[config.mk]
export PLATFORM = sky130hd
export DESIGN_NAME = rgb_led_pwm_pdm_modulator
export DESIGN_NICKNAME = d
export VERILOG_FILES = /design/src/hw/rgb_pkg.sv /design/src/hw/rgb_led_pwm_pdm_modulator.sv
export SDC_FILE = /design/constraint.sdc
export NUM_CORES = 1
export LEC_CHECK = 0
export BUFFER_PORTS_ARGS = -buffer_cell sky130_fd_sc_hd__buf_2
export CELL_PAD_IN_SITES_DETAIL_PLACEMENT = 0
export CELL_PAD_IN_SITES_GLOBAL_PLACEMENT = 1
export CORE_ASPECT_RATIO = 0.9
export CORE_UTILIZATION = 49
export CTS_CLUSTER_SIZE = 14
export DETAILED_ROUTE_END_ITERATION = 12
export PLACE_DENSITY_LB_ADDON = 0.1
export SETUP_SLACK_MARGIN = 0.2
export SLEW_MARGIN = 10
export SYNTH_ARGS = -nofsm -noshare
export SYNTH_HDL_FRONTEND = slang
export SYNTH_SLANG_ARGS = --single-unit
[constraint.sdc]
create_clock -name clk -period 11.9 [get_ports clk]
set_input_delay 2.38 -clock clk [delete_from_list [all_inputs] [get_ports clk]]
set_output_delay 2.38 -clock clk [all_outputs]
set_load 0.01 [all_outputs]
[src/hw/rgb_pkg.sv]
/*
 * rgb_pkg: register map, field layout, reset values and timing for the
 * tri-colour LED modulator.
 * Assumes a single 40 MHz clock and a 32-bit Avalon-MM register bus.
 */
`default_nettype none
package rgb_pkg;
	localparam int unsigned CLK_HZ      = 40_000_000;
	localparam int unsigned ADDR_W      = 6;
	// byte offsets
	localparam logic [5:0] OFF_CTRL     = 6'h00;
	localparam logic [5:0] OFF_PERIOD   = 6'h04;
	localparam logic [5:0] OFF_DUTY_R   = 6'h08;
	localparam logic [5:0] OFF_DUTY_G   = 6'h0c;
	localparam logic [5:0] OFF_DUTY_B   = 6'h10;
	localparam logic [5:0] OFF_STATUS   = 6'h14;
	localparam logic [5:0] OFF_MASK     = 6'h18;
	localparam logic [5:0] OFF_COLOR    = 6'h1c;
	localparam logic [5:0] OFF_TICKDIV  = 6'h20;
	localparam logic [5:0] OFF_TIMER    = 6'h24;
	// ctrl fields
	localparam int unsigned CTRL_EN     = 0;
	localparam int unsigned CTRL_PDM    = 1;
	// status fields
	localparam int unsigned ST_PEND     = 0;
	localparam int unsigned ST_TICK     = 1;
	localparam int unsigned ST_W        = 2;
	// colour field positions in OFF_COLOR
	localparam int unsigned COL_R_LSB   = 0;
	localparam int unsigned COL_G_LSB   = 8;
	localparam int unsigned COL_B_LSB   = 16;
	// reset values, carry bit position and channel count
	localparam logic [15:0] PERIOD_RST  = 16'hffff;
	localparam logic [15:0] TICKDIV_RST = 16'h00c7;
	localparam int unsigned CARRY_BIT   = 8;
	localparam int unsigned N_CH        = 3;
	// channel index: red first, green third, blue second compare channel
	localparam int unsigned CH_R        = 0;
	localparam int unsigned CH_G        = 2;
	localparam int unsigned CH_B        = 1;

	typedef struct packed {
		logic        read;
		logic        write;
		logic [5:0]  address;
		logic [31:0] writedata;
	} rgb_req_t;

	typedef struct packed {
		logic        waitrequest;
		logic [31:0] readdata;
	} rgb_rsp_t;

	typedef struct packed {
		logic                   enable;
		logic                   pdmMode;
		logic [15:0]            periodLimit;
		logic [15:0]            timer;
		logic [2:0][15:0]       dutyBuffer;
		logic [2:0][15:0]       dutyActive;
		logic [2:0][7:0]        colorValue;
		logic [2:0][15:0]       accum;
		logic [15:0]            tickDiv;
		logic [15:0]            tickCnt;
		logic [2:0]             drive;
		logic [ST_W-1:0]        status;
		logic [ST_W-1:0]        mask;
		logic                   ack;
		logic [31:0]            rdata;
	} rgb_state_t;
endpackage : rgb_pkg
`default_nettype wire

[src/hw/rgb_led_pwm_pdm_modulator.sv]
/*
 * rgb_led_pwm_pdm_modulator: three LED drive lines from a shared-timer
 * pulse-width modulator or a per-colour pulse-density modulator.
 * Assumes an Avalon-MM master that holds its request until waitrequest
 * is low; one clock, asynchronous active-high reset.
 */
// Notes on behaviour
// - three separate drive lines, brightness purely from high/low pattern
// - one programmable period limit sets the period of all channels
// - each channel holds a writable buffered duty value
// - period start clears timer and copies buffer into active duty
// - timer equal to active duty drives that line low for the period
// - timer reaching limit reloads duty from buffer and drives lines with nonzero duty high
// - each period rollover sets a sticky period-end flag
// - red, green, blue use first, third, second compare channels
// - pulse-density value added to accumulator once per modulator tick
// - pulse-density output equals accumulator carry-out
// - each pulse-density high lasts one tick; back-to-back highs allowed
// - a dedicated periodic tick paces the pulse-density steps
// - three 16-bit accumulators, one per colour
// - each tick adds the 8-bit colour value into its accumulator
// - carry bit above the low eight bits drives the colour line
// - accumulator masked to low eight bits after the carry is taken
`default_nettype none
module rgb_led_pwm_pdm_modulator (
	input  wire logic             clk,
	input  wire logic             sys_rst,
	input  wire logic             avs_read,
	input  wire logic             avs_write,
	input  wire logic [5:0]       avs_address,
	input  wire logic [31:0]      avs_writedata,
	output logic      [31:0]      avs_readdata,
	output logic                  avs_waitrequest,
	output logic                  red_drive,
	output logic                  green_drive,
	output logic                  blue_drive,
	output logic                  irq
);
	rgb_pkg::rgb_state_t st_reg;
	rgb_pkg::rgb_state_t st_next;
	rgb_pkg::rgb_req_t   req;

	// one driver for the whole carrier, fields in declaration order
	assign req = {avs_read, avs_write, avs_address, avs_writedata};

	////////////////////////////////////////////////////////////////////////
	// next-state logic
	logic            access;
	logic            wrStb;
	logic            periodEnd;
	logic            pdmTick;
	logic [15:0]     sum;
	logic [rgb_pkg::ST_W-1:0] events;
	logic [31:0]     rd;

	always_comb begin
		st_next   = st_reg;
		sum       = 16'h0000;
		rd        = 32'h0000_0000;
		// one wait cycle: answer on the edge after the request is seen
		access    = (req.read | req.write) & ~st_reg.ack;
		wrStb     = req.write & ~st_reg.ack;
		st_next.ack = access;
		periodEnd = 1'b0;
		pdmTick   = 1'b0;

		if (st_reg.enable && !st_reg.pdmMode) begin
			if (st_reg.timer >= st_reg.periodLimit) begin
				periodEnd     = 1'b1;
				st_next.timer = 16'h0000;
				for (int i = 0; i < rgb_pkg::N_CH; i++) begin
					st_next.dutyActive[i] = st_reg.dutyBuffer[i];
					// zero duty stays dark for the whole period
					st_next.drive[i] = (st_reg.dutyBuffer[i] != 16'h0000);
				end
			end else begin
				st_next.timer = st_reg.timer + 16'h0001;
				for (int i = 0; i < rgb_pkg::N_CH; i++) begin
					if (st_next.timer == st_reg.dutyActive[i])
						st_next.drive[i] = 1'b0;
				end
			end
		end

		if (st_reg.enable && st_reg.pdmMode) begin
			if (st_reg.tickCnt >= st_reg.tickDiv) begin
				pdmTick         = 1'b1;
				st_next.tickCnt = 16'h0000;
				for (int i = 0; i < rgb_pkg::N_CH; i++) begin
					sum = st_reg.accum[i] + {8'h00, st_reg.colorValue[i]};
					st_next.drive[i] = sum[rgb_pkg::CARRY_BIT];
					st_next.accum[i] = {8'h00, sum[7:0]};
				end
			end else begin
				st_next.tickCnt = st_reg.tickCnt + 16'h0001;
			end
		end

		if (!st_reg.enable) begin
			st_next.drive   = 3'h0;
			st_next.timer   = 16'h0000;
			st_next.tickCnt = 16'h0000;
		end

		events = {pdmTick, periodEnd};

		// register read mux
		case (req.address)
			rgb_pkg::OFF_CTRL:    rd = {30'h0, st_reg.pdmMode, st_reg.enable};
			rgb_pkg::OFF_PERIOD:  rd = {16'h0, st_reg.periodLimit};
			rgb_pkg::OFF_DUTY_R:  rd = {16'h0, st_reg.dutyBuffer[rgb_pkg::CH_R]};
			rgb_pkg::OFF_DUTY_G:  rd = {16'h0, st_reg.dutyBuffer[rgb_pkg::CH_G]};
			rgb_pkg::OFF_DUTY_B:  rd = {16'h0, st_reg.dutyBuffer[rgb_pkg::CH_B]};
			rgb_pkg::OFF_STATUS:  rd = {30'h0, st_reg.status};
			rgb_pkg::OFF_MASK:    rd = {30'h0, st_reg.mask};
			rgb_pkg::OFF_COLOR:   rd = {8'h00, st_reg.colorValue[rgb_pkg::CH_B],
				st_reg.colorValue[rgb_pkg::CH_G], st_reg.colorValue[rgb_pkg::CH_R]};
			rgb_pkg::OFF_TICKDIV: rd = {16'h0, st_reg.tickDiv};
			rgb_pkg::OFF_TIMER:   rd = {16'h0, st_reg.timer};
			default:              rd = 32'h0000_0000;
		endcase
		if (req.read && access)
			st_next.rdata = rd;

		// register writes
		if (wrStb) begin
			case (req.address)
				rgb_pkg::OFF_CTRL: begin
					st_next.enable  = req.writedata[rgb_pkg::CTRL_EN];
					st_next.pdmMode = req.writedata[rgb_pkg::CTRL_PDM];
				end
				rgb_pkg::OFF_PERIOD:
					st_next.periodLimit = req.writedata[15:0];
				// new colour goes to buffers only; active duty follows at period end
				rgb_pkg::OFF_DUTY_R:
					st_next.dutyBuffer[rgb_pkg::CH_R] = req.writedata[15:0];
				rgb_pkg::OFF_DUTY_G:
					st_next.dutyBuffer[rgb_pkg::CH_G] = req.writedata[15:0];
				rgb_pkg::OFF_DUTY_B:
					st_next.dutyBuffer[rgb_pkg::CH_B] = req.writedata[15:0];
				rgb_pkg::OFF_STATUS:
					st_next.status = st_reg.status & ~req.writedata[rgb_pkg::ST_W-1:0];
				rgb_pkg::OFF_MASK:
					st_next.mask = req.writedata[rgb_pkg::ST_W-1:0];
				rgb_pkg::OFF_COLOR: begin
					st_next.colorValue[rgb_pkg::CH_R] = req.writedata[rgb_pkg::COL_R_LSB +: 8];
					st_next.colorValue[rgb_pkg::CH_G] = req.writedata[rgb_pkg::COL_G_LSB +: 8];
					st_next.colorValue[rgb_pkg::CH_B] = req.writedata[rgb_pkg::COL_B_LSB +: 8];
				end
				rgb_pkg::OFF_TICKDIV:
					st_next.tickDiv = req.writedata[15:0];
				default: begin
				end
			endcase
		end

		// set beats a simultaneous clear
		st_next.status = st_next.status | events;
	end

	////////////////////////////////////////////////////////////////////////
	// state register
	always_ff @(posedge clk or posedge sys_rst) begin
		if (sys_rst) begin
			st_reg             <= '0;
			st_reg.periodLimit <= rgb_pkg::PERIOD_RST;
			st_reg.tickDiv     <= rgb_pkg::TICKDIV_RST;
		end else begin
			st_reg <= st_next;
		end
	end

	////////////////////////////////////////////////////////////////////////
	// outputs
	assign avs_waitrequest = (avs_read | avs_write) & ~st_reg.ack;
	assign avs_readdata    = st_reg.rdata;
	assign red_drive       = st_reg.drive[rgb_pkg::CH_R];
	assign green_drive     = st_reg.drive[rgb_pkg::CH_G];
	assign blue_drive      = st_reg.drive[rgb_pkg::CH_B];
	assign irq             = |(st_reg.status & st_reg.mask);
endmodule : rgb_led_pwm_pdm_modulator
`default_nettype wire

==> qor.csv, run 1 <==
stage,metric,value,unit
place,DP Area,13600,µm²
detailed_routing,Routed Antenna Nets,0,
timing,setup ws final,6.36,ns
detailed_routing,drt pass-1 iters,9,
cts,Resize count post-CTS,0,
timing,max-slew violation count,0,
place,placed cells,1564,
global_routing,initial antenna violation count,0,
timing,setup_tns,0,ns
pwr,Power Dens Cells,145,nW/µm²
pwr,register share of total power,46.2,%
final_layout,design area,14500,µm²
setup_path,most repeated library cell on the critical path,buf_2,
timing,Final period util,46.5,%
logic_synthesis,"flops & latches, synth",242,
setup_path,Buffers & Inverters on Critical Path,3,
cts,clock slew at reported path FFs,0.06,ns
detailed_routing,DR vias/cell,5.85,
timing,final hold vios,0,
status,status,"finished, final reports clean",
place,HPWL after DPL,25000,µm
pwr,sw frac,27.1,%
setup_path,"Largest delay share family, worst path",buffers and inverters,
floorplan,die width,175,µm
hold_path,hold path start,avs_readdata[8]$_DFFE_PP0P_,
setup_path,CP endpoint kind,output pin,
global_routing,largest net degree at the start of global routing,106,
detailed_routing,DR vias,9454,
logic_synthesis,"EDFF count, synth",0,
final_layout,Ant. Diodes,0,
cts,CTS tree,built,
cts,Clock Sink Count,242,
global_routing,total grt overflow,0,
setup_path,Worst setup SP type,input port,
floorplan,Top Ports,79,
timing,clk_skew,0.0176,ns
timing,Worst Max-Slew Pin Slew,1.18,ns
detailed_routing,WL/cell,22.1,µm
floorplan,area of the die,27500,µm²
cts,maximum clock path buffer count,3,
setup_path,CP peak stage delay,0.35,ns
final_layout,fill count,2344,
final_layout,layout cells sized above 1,24.5,%
setup_path,Crit Path Max Fanout,26,
final_layout,final cell count without fillers,1615,
detailed_routing,initial drt markers,797,
setup_path,Worst Setup SP,avs_read,
timing,Max transition margin,20.8,%
timing,Fmax,0.181,GHz
pwr,combinational share of power,13.2,%
global_routing,overall routing resource usage,26.8,%
floorplan,Starting Density,50.2,%
final_layout,most frequent cells in the layout,"dfrtp_1 (221), mux2_2 (153), nand2_1 (120)",
timing,fin crit period,5.54,ns
pwr,Psw,572,µW
floorplan,core area,26200,µm²
logic_synthesis,Post-Syn Area,13200,µm²
pwr,clock share of power,40.7,%
setup_path,CP arrival,3.16,ns
timing,unrepaired setup endpoints after global routing,no,
pwr,cell-internal power,1.54,mW
global_routing,vias in the first global route,9220,
pwr,leakage,6.82,nW
floorplan,FP Rows,56,
setup_path,Crit Reg-Reg Startpoint,st_reg[240]$_DFFE_PP0P_,
cts,root buffer cell,clkbuf_16,
cts,clock latency at the later pin of the worst-skew pair,0.55,ns
setup_path,Critical Path RT,9.52,ns
logic_synthesis,prevailing post-synth register cell,dfrtp_1,
final_layout,Final Core Density,55.3,%
cts,cts hold-fix bufs,0,
flow_run,max_cap viols,0,
cts,H-tree levels,1,
place,routability congestion estimate,0.868,
detailed_routing,final wirelength,35700,µm
final_layout,layout overhead on the synthesized area,10.2,%
cts,post-CTS setup buffer count,0,
setup_path,critical-path cell list,buf_2 -> nand2b_1 -> buf_4 -> nand2_1 -> buf_2,
timing,Final Setup Violations,0,
logic_synthesis,yosys warns,0,
place,Place WS,6.28,ns
detailed_routing,Remaining DRCs,0,
timing,hold slack,0.470,ns
pwr,maximum VDD drop,126,µV
logic_synthesis,post-synthesis async set-or-reset flop share,100,%
logic_synthesis,Mapped Avg Cell Area,10.8,µm²
logic_synthesis,Synth Instances,1218,
pwr,Final Power,2.11,mW
final_layout,"commonest non-fill, non-tap cell in the layout",dfrtp_1,
logic_synthesis,post-synthesis sequential area ratio,46.2,%
floorplan,Die H,157,µm
logic_synthesis,synth unique cells,65,
cts,cts bufs inserted,28,
place,port bufs,62,
setup_path,WS Path Type,in -> out,
setup_path,Worst path slowest cell,buf_4,
final_layout,max FFs per register,215,
hold_path,Hold/Removal Path Class,reg -> reg,
final_layout,Final nets,1349,
global_routing,global-route wire length before repair,55900,µm
## tightest hold or removal path, delay by kind of cell (launching register included)
kind	cells	cell delay (ns)
AO/OA/AOI/OAI	1	0.06
flip-flops	1	0.33
AND/OR/NAND/NOR	1	0.04
## power groups by stage
| stage | Combinational [mW] | Clock, mW | Sequential (mW) |
|---|---|---|---|
| 3_5_place_dp | 0.277 | 0 | 0.987 |
| 4_1_cts | 0.279 | 0.874 | 0.973 |
| 5_1_grt | 0.310 | 0.906 | 0.982 |
| 3_3_place_gp | 0.273 | 0 | 0.985 |
| 2_1_floorplan | 0.207 | 0 | 0.955 |
| 6_report | 0.278 | 0.857 | 0.974 |
## synthesized netlist by cell type, types with 3 or more instances
library cell | n | area share [%]
a211oi_1 | 4 | 0.23
a21boi_0 | 4 | 0.23
a21o_1 | 20 | 1.1
a21oi_1 | 21 | 0.80
a221oi_1 | 18 | 1.2
a222oi_1 | 14 | 1.1
a22o_1 | 10 | 0.67
a22oi_1 | 19 | 1.1
a31oi_1 | 4 | 0.19
and3_1 | 15 | 0.71
and4_1 | 3 | 0.20
buf_2 | 15 | 0.57
buf_4 | 35 | 2.0
clkbuf_1 | 31 | 0.88
dfrtp_1 | 221 | 42
dfstp_2 | 21 | 4.2
fa_1 | 3 | 0.46
ha_1 | 58 | 5.5
inv_1 | 51 | 1.5
mux2_2 | 153 | 13
mux2i_1 | 5 | 0.38
nand2_1 | 120 | 3.4
nand2b_1 | 19 | 0.90
nand3_1 | 20 | 0.76
nand4_1 | 10 | 0.48
nor2_1 | 33 | 0.94
nor2b_1 | 11 | 0.52
nor3_1 | 20 | 0.76
nor3_2 | 3 | 0.23
nor3b_1 | 4 | 0.23
nor4_1 | 22 | 1.0
o21a_1 | 9 | 0.51
o21ai_0 | 96 | 3.7
o31ai_1 | 15 | 0.86
o41ai_1 | 3 | 0.20
xnor2_1 | 44 | 2.9
xor2_1 | 29 | 1.9
## cell families (layout without fill, tap and decap cells)
group	count (synthesis)	in the layout	synth area share [%]
buffers and inverters	135	177	5.06
muxes	158	158	13.5
xor gates and xnor gates	76	76	5.42
DFF	242	242	46.2
adders and majority gates	61	61	5.97
AOI/OAI and AO/OA	250	250	12.7
other	1	8	0.0285
and+or+nand+nor	295	295	11.2
## routing by layer
layer  wire length (µm)  part of all wire, %  global-route usage (%)  vias to the layer above
li1                   -                    -                       -                     4434
met1              16800                   47                    38.0                     4768
met2              16500                   46                    43.3                      210
met3               1660                  4.6                    4.11                       42
met4                732                  2.1                    6.13                        0
met5                  0                    0                       0                        -
## worst paths after layout
path	to	slack, ns	cells past startpoint
worst max-delay path	avs_waitrequest	6.36	5
worst min-delay path	avs_readdata[8]$_DFFE_PP0P_	0.47	2
worst max register to register	blue_drive$_DFF_PP0_	8.20	9
worst min register to register	avs_readdata[8]$_DFFE_PP0P_	0.47	2
max in group asynchronous	st_reg[89]$_DFFE_PP0P_	8.54	3
min in group asynchronous	st_reg[108]$_DFFE_PP0P_	1.92	2
## cell type report
type	instances	area, µm²	share of cell area [%]
inverters	51	199	1.37
well taps	348	435	3.00
clock inverters	7	66.3	0.457
repair buffers	75	408	2.81
flip-flops and latches	242	6080	41.9
clock buffers	44	852	5.88
multi-input cells	848	6460	44.5
No activity file was read; power rests on OpenSTA's default activity.
==> run 2: changes to the inputs <==
CORE_UTILIZATION = 45   (was 49)
clock period = 4.5 ns   (was 11.9 ns; I/O delays follow)
==> qor.csv, run 2 (same netlist as run 1, synthesis figures left out) <==
stage,metric,value,unit,change
timing,Final period util,73.8,%,
detailed_routing,drt pass-1 iters,8,,-1
floorplan,FP Rows,59,,+5.4%
global_routing,global-route wire length before repair,55500,µm,-0.64%
final_layout,most frequent cells in the layout,"dfrtp_1 (221), mux2_2 (153), nand2_1 (120)",,
flow_run,max_cap viols,0,,unchanged
setup_path,CP endpoint kind,flop,,
place,port bufs,62,,unchanged
timing,Fmax,0.301,GHz,
global_routing,total grt overflow,0,,unchanged
final_layout,Final nets,1363,,+1.0%
place,HPWL after DPL,26100,µm,+4.5%
floorplan,Top Ports,79,,unchanged
final_layout,Multi-input gate area,6450,µm²,-0.17%
detailed_routing,DR vias,9519,,+0.69%
detailed_routing,WL/cell,21.3,µm,-3.5%
cts,post-CTS setup buffer count,0,,unchanged
timing,final hold vios,0,,unchanged
setup_path,"Largest delay share family, worst path",compound AO/OA/AOI/OAI gates,,
timing,unrepaired setup endpoints after global routing,no,,
global_routing,overall routing resource usage,24.3,%,-2.4 points
pwr,maximum VDD drop,298,µV,+140%
global_routing,initial antenna violation count,0,,unchanged
global_routing,vias in the first global route,9035,,-2.0%
detailed_routing,initial drt markers,711,,-11%
floorplan,Die H,164,µm,+4.3%
timing,max-slew violation count,0,,unchanged
cts,cts bufs inserted,28,,unchanged
setup_path,CP peak stage delay,0.65,ns,+0.30 ns
cts,clock slew at reported path FFs,0.06,ns,about the same
final_layout,layout cells sized above 1,25.4,%,+0.80 points
setup_path,CP arrival,3.71,ns,+0.55 ns
timing,Max transition margin,33.9,%,+13 points
floorplan,die width,182,µm,+4.3%
final_layout,Storage cell area,6080,µm²,unchanged
setup_path,critical-path cell list,inv_1 -> ha_1 -> nor2b_1 -> o21ai_0 -> a221oi_1 -> o311ai_1 -> or2_2 -> nor4_1 -> o31ai_1,,
place,Place WS,1.06,ns,-5.22 ns
timing,Final Setup Violations,0,,unchanged
hold_path,Hold/Removal Path Class,reg -> reg,,
global_routing,largest net degree at the start of global routing,61,,-42%
final_layout,layout overhead on the synthesized area,11.7,%,
cts,clock latency at the later pin of the worst-skew pair,0.56,ns,about the same
cts,H-tree levels,1,,unchanged
floorplan,core area,28900,µm²,+10%
detailed_routing,final wirelength,35800,µm,+0.26%
floorplan,area of the die,29900,µm²,+8.8%
status,status,"finished, final reports clean",,
place,routability congestion estimate,0.841,,-3.1%
timing,fin crit period,3.32,ns,
final_layout,"commonest non-fill, non-tap cell in the layout",dfrtp_1,,
final_layout,Ant. Diodes,0,,unchanged
setup_path,Crit Path Max Fanout,31,,+19%
timing,setup ws final,1.18,ns,-5.18 ns
cts,maximum clock path buffer count,3,,unchanged
cts,cts hold-fix bufs,0,,unchanged
cts,Resize count post-CTS,0,,unchanged
cts,CTS tree,built,,
detailed_routing,DR vias/cell,5.67,,-3.1%
detailed_routing,Remaining DRCs,0,,unchanged
timing,setup_tns,0,ns,unchanged
cts,root buffer cell,clkbuf_16,,
setup_path,Worst path slowest cell,dfrtp_1,,
floorplan,Starting Density,45.6,%,-4.6 points
setup_path,Worst setup SP type,flop,,
timing,Worst Max-Slew Pin Slew,0.989,ns,-0.190 ns
final_layout,max FFs per register,215,,unchanged
detailed_routing,Routed Antenna Nets,0,,unchanged
cts,Clock Sink Count,242,,unchanged
pwr,Power Dens Cells,381,nW/µm²,+160%
setup_path,WS Path Type,reg -> reg,,
pwr,leakage,6.91,nW,+1.3%
setup_path,Critical Path RT,4.89,ns,-4.63 ns
timing,clk_skew,0.0282,ns,+0.0106 ns
setup_path,Buffers & Inverters on Critical Path,1,,-2
final_layout,fill count,2671,,+14%
[run 2: cell count changes in the layout (fill, tap and decap cells not counted), sizes merged]
cell    delta
clkinv     +3
clkbuf     -2
buf       +14
[run 2: worst paths after layout]
check / start / endpoint / slack, ns / cells past startpoint
worst max-delay path: st_reg[240]$_DFFE_PP0P_ / green_drive$_DFF_PP0_ / 1.18 / 9
worst min-delay path: avs_readdata[0]$_DFFE_PP0P_ / avs_readdata[0]$_DFFE_PP0P_ / 0.47 / 1
worst max register to register: st_reg[240]$_DFFE_PP0P_ / green_drive$_DFF_PP0_ / 1.18 / 9
worst min register to register: avs_readdata[0]$_DFFE_PP0P_ / avs_readdata[0]$_DFFE_PP0P_ / 0.47 / 1
max in group asynchronous: sys_rst / st_reg[268]$_DFFE_PP1P_ / 2.95 / 3
min in group asynchronous: sys_rst / red_drive$_DFF_PP0_ / 0.56 / 2
[run 2: where the power goes]
part	internal, mW	leakage, nW	switching [mW]
Clock	1.35	0.469	0.932
Combinational	0.343	3.20	0.396
Sequential	2.38	3.24	0.202
Total	4.07	6.91	1.53
[run 2: stage by stage]
step	power [mW]	util (%)	instance area, µm²	hold WS (ns)	cells
floorplan	3.07	-	13200	0.451	1225
global placement	3.34	47.7	13800	0.456	1626
detailed placement	3.35	47.7	13800	0.464	1626
CTS	5.66	50.9	14700	0.478	1678
global route	5.83	50.9	14700	0.485	1678
finish	5.60	50.9	14700	0.470	1678
[run 2: layout make-up]
class	count	share of cell area, %
sequential	242	41.4
clock inverter	10	0.639
timing repair buffer	89	3.66
tap	396	3.37
clock buffer	42	5.74
multi-input combinational	848	43.9
inverter	51	1.33
[run 2: layer usage]
metal / GRT usage (%) / vias to the layer above / wire length (µm)
met2: 39.7 / 194 / 16700
met5: 0 / - / 0
li1: - / 4444 / -
met4: 4.97 / 0 / 618
met1: 35.3 / 4839 / 17300
met3: 2.28 / 42 / 1090
==> run 3: changes to the inputs <==
clock period = 2.9 ns   (was 4.5 ns; I/O delays follow)
==> qor.csv, run 3 (same netlist as run 1, synthesis figures left out) <==
stage,metric,value,unit,change
timing,max-slew violation count,0,,unchanged
floorplan,Top Ports,79,,unchanged
detailed_routing,DR vias,9709,,+2.0%
detailed_routing,DR vias/cell,5.61,,-1.1%
timing,fin crit period,2.58,ns,-0.742 ns
status,status,"finished, final reports clean",,
global_routing,vias in the first global route,9396,,+4.0%
final_layout,layout cells sized above 1,30.1,%,+4.8 points
timing,unrepaired setup endpoints after global routing,yes,,
detailed_routing,Routed Antenna Nets,0,,unchanged
final_layout,Final nets,1416,,+3.9%
final_layout,most frequent cells in the layout,"dfrtp_1 (218), mux2_2 (153), nand2_1 (120)",,
floorplan,FP Rows,59,,unchanged
place,DP Area,14200,µm²,+3.1%
setup_path,Critical Path RT,3.33,ns,-1.56 ns
setup_path,Crit Reg-Reg Startpoint,st_reg[241]$_DFFE_PP0P_,,
final_layout,"commonest non-fill, non-tap cell in the layout",dfrtp_1,,
timing,clk_skew,0.0212,ns,-0.00698 ns
floorplan,die width,182,µm,unchanged
final_layout,Ant. Diodes,0,,unchanged
timing,Worst Max-Slew Pin Slew,0.823,ns,-0.165 ns
setup_path,Crit Path Max Fanout,4,,-87%
timing,Fmax,0.388,GHz,+29%
global_routing,total grt overflow,0,,unchanged
final_layout,design area,15300,µm²,+4.4%
cts,H-tree levels,1,,unchanged
global_routing,overall routing resource usage,25.3,%,+0.95 points
final_layout,max FFs per register,215,,unchanged
setup_path,WS Path Type,reg -> reg,,
timing,Max transition margin,44.6,%,+11 points
setup_path,CP arrival,3.01,ns,-0.70 ns
floorplan,Starting Density,45.6,%,unchanged
detailed_routing,final wirelength,37000,µm,+3.3%
place,HPWL after DPL,27500,µm,+5.1%
setup_path,worst reg2reg path depth,10,,+1
place,Place WS,0.0407,ns,-1.02 ns
cts,CTS tree,built,,
global_routing,initial antenna violation count,0,,unchanged
final_layout,layout overhead on the synthesized area,16.6,%,
floorplan,core area,28900,µm²,unchanged
cts,clock slew at reported path FFs,0.06,ns,about the same
flow_run,max_cap viols,0,,unchanged
cts,Clock Sink Count,242,,unchanged
pwr,Final Power,8.95,mW,+60%
pwr,Power Dens Cells,583,nW/µm²,+53%
setup_path,Worst setup SP type,flop,,
hold_path,Hold/Removal Path Class,in -> async,,
setup_path,register-to-register setup slack,0.32,ns,-0.86 ns
global_routing,largest net degree at the start of global routing,95,,+56%
global_routing,global-route wire length before repair,57300,µm,+3.2%
cts,clock latency at the later pin of the worst-skew pair,0.55,ns,about the same
pwr,maximum VDD drop,519,µV,+74%
place,port bufs,62,,unchanged
detailed_routing,Remaining DRCs,0,,unchanged
timing,hold slack,0.0406,ns,-0.429 ns
detailed_routing,drt pass-1 iters,6,,-2
timing,Final Setup Violations,0,,unchanged
cts,root buffer cell,clkbuf_16,,
setup_path,CP Capture Point,green_drive$_DFF_PP0_,,
cts,cts bufs inserted,27,,-3.6%
setup_path,CP endpoint kind,flop,,
pwr,leakage,7.24,nW,+4.8%
floorplan,area of the die,29900,µm²,unchanged
floorplan,Die H,164,µm,unchanged
detailed_routing,initial drt markers,737,,+3.7%
setup_path,reg-to-reg endpoint,green_drive$_DFF_PP0_,,
timing,final hold vios,0,,unchanged
place,routability congestion estimate,0.846,,+0.55%
setup_path,Worst Setup SP,st_reg[241]$_DFFE_PP0P_,,
timing,Final period util,88.9,%,+15 points
detailed_routing,WL/cell,21.4,µm,+0.20%
timing,setup ws final,0.321,ns,-0.858 ns
cts,maximum clock path buffer count,3,,unchanged
## run 3: cell types whose count changed in the layout (fill, tap and decap cells not counted), sizes merged
cell	previous run	this run
buf	89	142
bufinv	1	4
clkbuf	42	40
clkinv	8	3
clkinvlp	1	3
inv	51	52
## run 3: timing repair
item,4_1_cts,5_1_grt
resized for setup,11,27
hold endpoints to repair,0,0
pin swaps,0,7
hold buffers,0,0
setup buffers,0,3
gates cloned,0,1
setup endpoints to repair,52,74
## run 3: metal layers
layer	part of all wire [%]	GRT usage (%)	wire, µm	vias to the layer above
li1	-	-	-	4559
met1	47	35.7	17200	4862
met2	47	41.4	17300	239
met3	4.4	3.19	1640	49
met4	2.1	6.00	794	0
met5	0	0	0	-
## run 3: power by group
group	switching, mW	leakage (nW)	internal [mW]
combinational	0.669	3.55	0.613
clock	1.46	0.455	2.20
sequential	0.316	3.24	3.69
## run 3: critical path, stage by stage (launching register included)
cell and delay (ns):
dfrtp_1 0.43, ha_4 0.18, buf_4 0.14, and3_1 0.22, nand2_1 0.12, nor3_1 0.33, xnor2_1 0.21, and4_1 0.28
nand4_1 0.16, nor4_2 0.28, o31ai_1 0.10
## run 3: metrics by stage
| stage | std cells | util [%] | TNS, ns |
|---|---|---|---|
| floorplan | 1225 | - | -185.60 |
| global placement | 1676 | 49.1 | 0 |
| detailed placement | 1676 | 49.1 | 0 |
| CTS | 1726 | 52.6 | 0 |
| global route | 1730 | 53.2 | 0 |
| finish | 1730 | 53.2 | 0 |
## run 3: how the worst min path moves through the flow
stage / from / end / slack (ns)
2_1_floorplan: avs_readdata[0]$_DFFE_PP0P_ / avs_readdata[0]$_DFFE_PP0P_ / 0.45
3_3_place_gp: avs_readdata[1]$_DFFE_PP0P_ / avs_readdata[1]$_DFFE_PP0P_ / 0.46
3_5_place_dp: avs_readdata[13]$_DFFE_PP0P_ / avs_readdata[13]$_DFFE_PP0P_ / 0.47
4_1_cts: sys_rst / st_reg[107]$_DFFE_PP0P_ / 0.04
5_1_grt: sys_rst / st_reg[107]$_DFFE_PP0P_ / 0.05
6_report: sys_rst / st_reg[107]$_DFFE_PP0P_ / 0.04
## run 3: layout make-up
cell class | count | area, µm²
Sequential cell | 242 | 6090
Timing Repair Buffer | 143 | 1010
Clock inverter | 11 | 168
Tap cell | 396 | 495
Inverter | 51 | 195
Multi-Input combinational cell | 848 | 6620
Clock buffer | 39 | 771
Fill cell | 2638 | 13500
